<file path="src/logic/irq_agg_cfg.svh">
// command codes, field positions and reset values of the interrupt summary block
`ifndef IRQ_AGG_CFG_SVH
`define IRQ_AGG_CFG_SVH

// ----------------------------------------
// command codes
// ----------------------------------------
`define CMD_SUMMARY        8'h00
`define CMD_MASK           8'h01

// ----------------------------------------
// summary and mask bit positions
// ----------------------------------------
`define BIT_SUPPLY         7
`define BIT_START          6
`define BIT_OVERCURRENT    5
`define BIT_CLASSIFY       4
`define BIT_DETECT         3
`define BIT_DISCONNECT     2
`define BIT_POWER_GOOD     1
`define BIT_POWER_ENABLE   0

// ----------------------------------------
// reset values and unmapped read value
// ----------------------------------------
`define SUMMARY_RST        8'h80
`define MASK_RST           8'h80
`define UNMAPPED_READ      8'h00

`endif

</file>
<file path="src/logic/irq_agg_pkg.sv">
// types shared by the interrupt summary block
package irq_agg_pkg;
    typedef logic [7:0] reg_byte_t;
    typedef logic [3:0] chan_flags_t;
endpackage

</file>
<file path="src/logic/pse_irq_aggregator.sv">
// interrupt summary flags, mask register and active-low interrupt output
`include "irq_agg_cfg.svh"

// Notes on behaviour
// - bit 7 ORs supply faults, resets to 1
// - bit 6 ORs the start-timeout flags
// - bit 5 ORs overload-cut and current-limit flags
// - bit 4 ORs classification event flags
// - bit 3 ORs detection event flags
// - bit 2 ORs disconnect event flags
// - bit 1 ORs power-good change flags
// - bit 0 ORs power-enable change flags
// - mask register read/write at code 01h
// - mask bit 0 blocks its flag
// - summary flags ignore the mask entirely
// - interrupt needs unmasked flag and global enable
// - mask resets to 80h
// - flags clear when their sources clear
// - summary readable only, at code 00h
// - emptied event register releases the interrupt
module pse_irq_aggregator (
    // clock and reset
    input  wire logic                      ref_clk,
    input  wire logic                      rst_b,
    // supply, thermal and memory fault sources
    input  wire logic                      thermal_shutdown_flag,
    input  wire logic                      logic_supply_undervolt,
    input  wire logic                      logic_supply_warning,
    input  wire logic                      power_supply_undervolt,
    input  wire logic                      memory_fault_flag,
    // per-channel event sources, bit n is channel n+1
    input  wire irq_agg_pkg::chan_flags_t  start_timeout_ch,
    input  wire irq_agg_pkg::chan_flags_t  overload_cut_ch,
    input  wire irq_agg_pkg::chan_flags_t  current_limit_ch,
    input  wire irq_agg_pkg::chan_flags_t  classify_event_ch,
    input  wire irq_agg_pkg::chan_flags_t  detect_event_ch,
    input  wire irq_agg_pkg::chan_flags_t  disconnect_event_ch,
    input  wire irq_agg_pkg::chan_flags_t  power_good_event_ch,
    input  wire irq_agg_pkg::chan_flags_t  power_enable_event_ch,
    // global enable from the general mask register
    input  wire logic                      global_irq_enable,
    // register command port
    input  wire irq_agg_pkg::reg_byte_t    cmd_code,
    input  wire logic                      cmd_wr,
    input  wire logic                      cmd_rd,
    input  wire irq_agg_pkg::reg_byte_t    cmd_wr_data,
    output logic [7:0]                     cmd_rd_data,
    output logic                           cmd_rd_valid,
    // interrupt line to the host
    output logic                           irq_b
);

    // ----------------------------------------
    // helpers
    // ----------------------------------------
    function automatic logic any4(input irq_agg_pkg::chan_flags_t f);
        any4 = |f;
    endfunction

    // ----------------------------------------
    // summary sources
    // ----------------------------------------
    wire logic                   supply_fault_any;
    wire logic                   start_timeout_any;
    wire logic                   overcurrent_any;
    wire logic                   classify_cycle_any;
    wire logic                   detect_cycle_any;
    wire logic                   disconnect_any;
    wire logic                   power_good_change_any;
    wire logic                   power_enable_change_any;
    wire irq_agg_pkg::reg_byte_t summary_d;

    assign supply_fault_any        = thermal_shutdown_flag | logic_supply_undervolt | logic_supply_warning
                                   | power_supply_undervolt | memory_fault_flag;
    assign start_timeout_any       = any4(start_timeout_ch);
    assign overcurrent_any         = any4(overload_cut_ch) | any4(current_limit_ch);
    assign classify_cycle_any      = any4(classify_event_ch);
    assign detect_cycle_any        = any4(detect_event_ch);
    assign disconnect_any          = any4(disconnect_event_ch);
    assign power_good_change_any   = any4(power_good_event_ch);
    assign power_enable_change_any = any4(power_enable_event_ch);

    // the flags mirror their sources, so a clear-on-read or a global event reset
    // upstream clears them on the next edge and a new event is never lost here
    assign summary_d = {supply_fault_any, start_timeout_any, overcurrent_any, classify_cycle_any,
                        detect_cycle_any, disconnect_any, power_good_change_any,
                        power_enable_change_any};

    // ----------------------------------------
    // registers
    // ----------------------------------------
    irq_agg_pkg::reg_byte_t summary_q;
    irq_agg_pkg::reg_byte_t mask_q;
    logic                   irq_b_q;
    logic [7:0]             rd_data_q;
    logic                   rd_valid_q;

    wire logic                   mask_wr;
    wire logic                   irq_active;
    wire irq_agg_pkg::reg_byte_t rd_mux;

    assign mask_wr    = cmd_wr && (cmd_code == `CMD_MASK);
    assign irq_active = (|(summary_q & mask_q)) && global_irq_enable;
    // writes to the summary code fall through: it is read only
    assign rd_mux     = (cmd_code == `CMD_SUMMARY) ? summary_q :
                        (cmd_code == `CMD_MASK)    ? mask_q    : `UNMAPPED_READ;

    always_ff @(posedge ref_clk) begin
        if (!rst_b) begin
            summary_q <= `SUMMARY_RST;
        end else begin
            summary_q <= summary_d;
        end
    end

    always_ff @(posedge ref_clk) begin
        if (!rst_b) begin
            mask_q <= `MASK_RST;
        end else if (mask_wr) begin
            mask_q <= cmd_wr_data;
        end
    end

    // registered pin keeps glitches off the host line; costs one cycle of latency
    always_ff @(posedge ref_clk) begin
        if (!rst_b) begin
            irq_b_q <= 1'b1;
        end else begin
            irq_b_q <= ~irq_active;
        end
    end

    always_ff @(posedge ref_clk) begin
        if (!rst_b) begin
            rd_data_q  <= 8'h00;
            rd_valid_q <= 1'b0;
        end else begin
            rd_valid_q <= cmd_rd;
            if (cmd_rd) begin
                rd_data_q <= rd_mux;
            end
        end
    end

    assign cmd_rd_data  = rd_data_q;
    assign cmd_rd_valid = rd_valid_q;
    assign irq_b        = irq_b_q;

    // ----------------------------------------
    // assertions
    // ----------------------------------------
    a_supply_flag_set: assert property (@(posedge ref_clk) disable iff (!rst_b)
        supply_fault_any |=> summary_q[`BIT_SUPPLY])
        else $error("supply summary bit missed a fault");

    a_start_flag_or: assert property (@(posedge ref_clk) disable iff (!rst_b)
        ##1 summary_q[`BIT_START] == |$past(start_timeout_ch))
        else $error("start summary bit not the OR of channels");

    a_overcur_flag_or: assert property (@(posedge ref_clk) disable iff (!rst_b)
        (|overload_cut_ch || |current_limit_ch) |=> summary_q[`BIT_OVERCURRENT])
        else $error("overcurrent summary bit missed an event");

    a_overcur_flag_clear: assert property (@(posedge ref_clk) disable iff (!rst_b)
        (overload_cut_ch == 4'h0 && current_limit_ch == 4'h0) |=> !summary_q[`BIT_OVERCURRENT])
        else $error("overcurrent summary bit set without cause");

    a_classify_flag_or: assert property (@(posedge ref_clk) disable iff (!rst_b)
        ##1 summary_q[`BIT_CLASSIFY] == |$past(classify_event_ch))
        else $error("classify summary bit wrong");

    a_detect_flag_or: assert property (@(posedge ref_clk) disable iff (!rst_b)
        ##1 summary_q[`BIT_DETECT] == |$past(detect_event_ch))
        else $error("detect summary bit wrong");

    a_discon_flag_or: assert property (@(posedge ref_clk) disable iff (!rst_b)
        ##1 summary_q[`BIT_DISCONNECT] == |$past(disconnect_event_ch))
        else $error("disconnect summary bit wrong");

    a_pgood_flag_or: assert property (@(posedge ref_clk) disable iff (!rst_b)
        ##1 summary_q[`BIT_POWER_GOOD] == |$past(power_good_event_ch))
        else $error("power-good summary bit wrong");

    a_penable_flag_or: assert property (@(posedge ref_clk) disable iff (!rst_b)
        ##1 summary_q[`BIT_POWER_ENABLE] == |$past(power_enable_event_ch))
        else $error("power-enable summary bit wrong");

    a_mask_write_read: assert property (@(posedge ref_clk) disable iff (!rst_b)
        (cmd_wr && cmd_code == `CMD_MASK) ##1 (cmd_rd && !cmd_wr && cmd_code == `CMD_MASK)
        |=> cmd_rd_valid && cmd_rd_data == $past(cmd_wr_data, 2))
        else $error("mask readback differs from written value");

    a_masked_no_irq: assert property (@(posedge ref_clk) disable iff (!rst_b)
        ((summary_q & mask_q) == 8'h00) |=> irq_b)
        else $error("interrupt asserted by masked flags");

    a_summary_ignores_mask: assert property (@(posedge ref_clk) disable iff (!rst_b)
        (cmd_wr && cmd_code == `CMD_MASK) |=> summary_q == $past(summary_d))
        else $error("mask write disturbed summary flags");

    a_enable_gates_irq: assert property (@(posedge ref_clk) disable iff (!rst_b)
        (!global_irq_enable) |=> irq_b)
        else $error("interrupt asserted while globally disabled");

    a_mask_reset_value: assert property (@(posedge ref_clk) disable iff (!rst_b)
        !$past(rst_b) |-> (mask_q == `MASK_RST && summary_q == `SUMMARY_RST))
        else $error("wrong value after reset");

    a_summary_read_only: assert property (@(posedge ref_clk) disable iff (!rst_b)
        (cmd_wr && cmd_code == `CMD_SUMMARY) |=> $stable(mask_q))
        else $error("write to summary code changed the mask");

    a_irq_release: assert property (@(posedge ref_clk) disable iff (!rst_b)
        (rst_b && summary_d == 8'h00) [*2] |=> irq_b)
        else $error("interrupt held after sources emptied");

    a_irq_active_low: assert property (@(posedge ref_clk) disable iff (!rst_b)
        (|(summary_q & mask_q) && global_irq_enable) |=> !irq_b)
        else $error("interrupt not driven low for enabled flag");

endmodule // pse_irq_aggregator

</file>
<file path="config.mk">
export PLATFORM = sky130hd
export DESIGN_NAME = pse_irq_aggregator
export DESIGN_NICKNAME = d
export VERILOG_FILES = /design/src/logic/irq_agg_pkg.sv /design/src/logic/pse_irq_aggregator.sv
export VERILOG_INCLUDE_DIRS = /design/src /design/src/logic
export SDC_FILE = /design/constraint.sdc
export NUM_CORES = 1
export LEC_CHECK = 0
export ABC_CLOCK_PERIOD_IN_PS = 2650
export BUFFER_PORTS_ARGS = -buffer_cell sky130_fd_sc_hd__buf_2
export CORE_ASPECT_RATIO = 1.5
export CORE_UTILIZATION = 45
export CTS_CLUSTER_DIAMETER = 150
export CTS_CLUSTER_SIZE = 24
export DETAILED_ROUTE_END_ITERATION = 10
export PLACE_DENSITY = 0.81
export SETUP_SLACK_MARGIN = 0.2
export SLEW_MARGIN = 20
export SYNTH_ARGS = -nofsm -noshare
export SYNTH_HDL_FRONTEND = slang
export SYNTH_SLANG_ARGS = --single-unit
</file>
<file path="constraint.sdc">
create_clock -name ref_clk -period 2.65 [get_ports ref_clk]
set_input_delay 0.3975 -clock ref_clk [delete_from_list [all_inputs] [get_ports ref_clk]]
set_output_delay 0.3975 -clock ref_clk [all_outputs]
set_load 0.05 [all_outputs]
</file>
# --- After elaboration in Yosys (flattened, before gate mapping) ---
# Cells that the tools add are included.
totals:
  elab_cells: 27
  ff_bits: 26
  out_inout_bits: 10
classes:
  n_reduce_logical: 12
  mux: 2
  n_bitwise: 7
  eq_ne: 1
op_table:
  columns: ["cell", "n"]
  rows:
  - ["4-bit OR reduction", 8]
  - ["8-bit two-way mux", 2]
  - ["8-bit bitwise AND", 1]
  - ["8-bit by 1-bit equality test with 1-bit output (second input constant)", 1]
  - ["8-bit logical NOT", 1]
  - ["8-bit OR reduction", 1]
  - ["1-bit OR", 5]
  - ["1-bit logical AND", 2]
  - ["1-bit NOT", 1]

# --- Depth between registers and ports, before layout ---
logic_depth:
  depth_word: 4
  depth_mapped: 4

# --- Worst setup path before layout ---
# OpenSTA, ideal clock, no wires.
synth_path:
  path_type: "input to register"
  from: "in cmd_code[2]"
  to: "reg mask_q[0]"
  cell_stages: 3
  path_slack_ns: 1.250
  t_arrival_ns: 1.278
  setup_ns: 0.123
  n_path_buf: 0
  cell_sequence: "nor4_4 nand4_4 mux2i_1"
synth_via:
  elab_chain_cells: 2
synth_lines:
  columns: ["element", "line_no", "text"]
  rows:
  - ["start, declared", "pse_irq_aggregator.sv:43", "input wire irq_agg_pkg::reg_byte_t cmd_code,"]
  - ["8-bit by 1-bit equality test with 1-bit output (no line)", null, null]
  - ["1-bit logical AND", "pse_irq_aggregator.sv:102", "assign mask_wr = cmd_wr && (cmd_code == `CMD_MASK);"]
  - ["end signal, assigned", "pse_irq_aggregator.sv:118", "mask_q <= `MASK_RST;"]
  - ["end signal, assigned", "pse_irq_aggregator.sv:120", "mask_q <= cmd_wr_data;"]
  - ["end, declared", "pse_irq_aggregator.sv:93", "irq_agg_pkg::reg_byte_t mask_q;"]
# No other way between the ends.
# A chain may end at the register's enable or synchronous reset.

# --- Worst setup path after layout ---
layout_path:
  from: "reg rd_data_q[6], in the netlist cmd_rd_data[6]"
  to: "out cmd_rd_data[6]"
layout_lines:
  columns: ["element", "line_no", "text"]
  rows:
  - ["start, declared", "pse_irq_aggregator.sv:95", "logic [7:0] rd_data_q;"]
  - ["start signal, assigned", "pse_irq_aggregator.sv:140", "rd_data_q <= rd_mux;"]
  - ["end, declared", "pse_irq_aggregator.sv:47", "output logic [7:0] cmd_rd_data,"]
# No word-level cell between the ends.

==> key figures <==
Timing
  – Fin crit period: 1.328 ns
  – Period utilization: 50.10%
  – Final hold vios: 0
  – Final setup fails: 0
  – Fin Clk Skew: 0.001186 ns
  – Worst Max-Slew Pin Slew: 0.5971 ns
  – F_max: 753.2 MHz
  – RSZ-0062 raised after global routing: false
  – TNS Setup: 0 ns
  – Fin Hold WS: 0.2380 ns
  – Max Slew Vio Count: 0
  – Slew Limit Headroom: 59.97%
  – Worst setup margin: 1.322 ns

Synthesis
  – Synthesized cell area: 1141 um2
  – Seq cells post-synth: 26
  – Most frequent cells after synthesis: 26 x dfxtp_1, 14 x nand2_1, 9 x a21boi_0, 9 x nand4_1
  – Leading area contributor after synthesis: dfxtp_1
  – Main synth FF type: dfxtp_1
  – Post-synth cell types: 19
  – Post-synth ARST share: 0%
  – Top-count cell post-synth: dfxtp_1
  – Yosys warning count: 0
  – Cell count after synthesis: 109
  – Mean Syn Cell Area: 10.47 um2
  – Register area share after synthesis: 45.61%
  – Number of synthesized flops with an enable pin: 0
  – Top-area cell type share of the netlist area: 45.61%
  – Net Count, Synth: 167
  – Synth area leaders: dfxtp_1 46%, mux2_2 7.9%, mux2i_1 7.0%, a21boi_0 5.9%, o41a_1 5.9%

Finish
  – # fillers: 212
  – Diode count: 0
  – Cell area after layout: 1519 um2
  – Final net count: 233
  – Non-Filler Instances: 198
  – Finished Core Util: 62.71%
  – Share of layout cells above drive strength 1: 47.13%
  – Area Overhead vs Synth: 33.11%

Floorplan
  – # IOs: 68
  – Die W: 43.12 um
  – Initial Util: 47.11%
  – Row Count: 22
  – Die height: 63.68 um
  – DIE AREA: 2745 um2
  – Core Region: 2422 um2

Clocking
  – Clock sink count: 26
  – Clk slew on worst S/H paths: 0.13 ns
  – TritonCTS Buffers: 3
  – Hold_buf cts: 0
  – H-tree depth: 1
  – Postcts setup bufs: 0
  – Post_cts resized: 0
  – Root Driver: clkbuf_4
  – Max Root-Sink Buffers: 2
  – CTS tree: yes
  – Clk Latency, worst-skew pair: 0.32 ns

Route
  – DR vias/cell: 5.414
  – DRT Pass-1 Iters: 5
  – DR WL/cell: 12.05 um
  – Drt total wl: 2.385 mm
  – Residual DRC: 0
  – Starting DRT DRC Count: 8
  – Post-route ant nets: 0
  – Via count: 1072

Worst setup path
  – Largest stage delay, worst path: 0.35 ns
  – Startpoint Class: flip-flop
  – Worst-path cell chain: buf_2
  – Reg-to-Reg Start: mask_q[1]
  – CP Max Fanout: 2
  – Delay-heaviest family, CP: flip-flops
  – Sum of buffers and inverters on the critical path: 1
  – Worst setup path class: flip-flop to output pin
  – Worst R2R End: cmd_rd_data[1]
  – Endpoint type of the worst setup path: output pin
  – Critical Path AT: 0.93 ns
  – R2r worst-path depth: 3
  – Required time of the worst setup path: 2.25 ns
  – Reg2Reg Setup Slack: 1.74 ns
  – Slowest CP cell: dfxtp_1

Pwr
  – Comb pwr share: 13.1%
  – Total power: 690.9 uW
  – Flop pwr share: 58.4%
  – Sw Ratio: 22.90%
  – P_leak: 0.7090 nW
  – Clock group share of total power: 28.5%
  – Int Pwr: 532.6 uW
  – Power per cell area: 454.8 nW/um2
  – Worst vdd ir: 0.2926 mV
  – NetSw: 158.2 uW

Worst hold path
  – Worst hold endpoint: irq_b
  – Worst min path class: input pin to flip-flop
  – Hold path cells: 2
  – Hold Path Origin: global_irq_enable

GRT
  – Gr ovfl total: 0
  – Vias in the first global route: 971
  – Initial antenna violation count: 0
  – Largest net degree at the start of global routing: 35
  – Tot GR Track Use: 19.19%
  – Global-route wire length before repair: 4.077 mm

Placed design
  – Post-DP HPWL: 1.907 mm
  – Gpl congestion: 0.7653
  – Number of port buffers: 67
  – Placed Instances: 194
  – Pre-CTS setup slack: 0.9802 ns
  – Placement Cell Area: 1483 um2

Run
  – Max-cap violations: 0

Run status
  – Outcome: complete, no violations
kinds of logic (layout without fill, tap and decap cells):
kind of cell | count (synthesis) | after routing | synth area share (%)
and+or+nand+nor | 42 | 42 | 22.92
DFF | 26 | 26 | 45.61
AOI/OAI and AO/OA | 19 | 19 | 14.47
muxes | 16 | 16 | 14.91
buffers and inverters | 6 | 71 | 2.083
area by class of cell:
type / count / area (um2) / area share, %
clock buffer: 4 / 36.28 / 2.389
multi-input combinational: 77 / 596.8 / 39.29
sequential: 26 / 520.5 / 34.27
tap: 24 / 30.03 / 1.977
timing repair buffer: 67 / 335.3 / 22.08
how the worst max path moves through the flow:
stage | start | to | slack [ns] | cells past startpoint
3_3_place_gp | cmd_code[2] | mask_q[5] | 1.04 | 4
2_1_floorplan | cmd_code[2] | mask_q[0] | 1.25 | 3
6_report | cmd_rd_data[6] | cmd_rd_data[6] | 1.32 | 1
4_1_cts | cmd_rd_data[6] | cmd_rd_data[6] | 1.31 | 1
3_5_place_dp | cmd_code[2] | mask_q[6] | 0.98 | 4
5_1_grt | cmd_code[2] | mask_q[4] | 1.21 | 4
power by group through the flow:
stage / sequential, mW / clock [mW] / combinational [mW]
4_1_cts: 0.404 / 0.202 / 0.0915
6_report: 0.404 / 0.197 / 0.0905
2_1_floorplan: 0.417 / 0 / 0.0351
3_3_place_gp: 0.412 / 0 / 0.0880
3_5_place_dp: 0.412 / 0 / 0.0910
5_1_grt: 0.405 / 0.216 / 0.0991
registers in the layout, summed over array words and instances, names as in the netlist:
name and count:
mask_q 8, cmd_rd_data 8, summary_q 8, irq_b 1, cmd_rd_valid 1
cell usage in the layout (no fill, tap or decap):
cell	Yosys	routed
buf_2	1	67
dfxtp_1	26	26
nand2_1	14	14
a21boi_0	9	9
nand4_1	9	9
mux2i_1	8	8
nand2b_1	8	8
mux2_2	8	8
o41a_1	6	6
a22oi_1	4	4
nor4_1	3	3
clkbuf_4	0	3
nor2b_1	2	2
nor4_4	1	1
nor3_2	1	1
nand4_4	1	1
nand3b_1	1	1
nand3_1	1	1
and2_1	1	1
clkbuf_8	0	1
layer usage:
layer	up-vias	part of all wire, %	track usage [%]
met4	0	1.9	7.955
met3	4	2.9	2.865
met5	-	0	0
met2	26	58	36.01
li1	539	-	-
met1	503	37	20.11
Note: power is estimated with default switching activity, not from simulation.
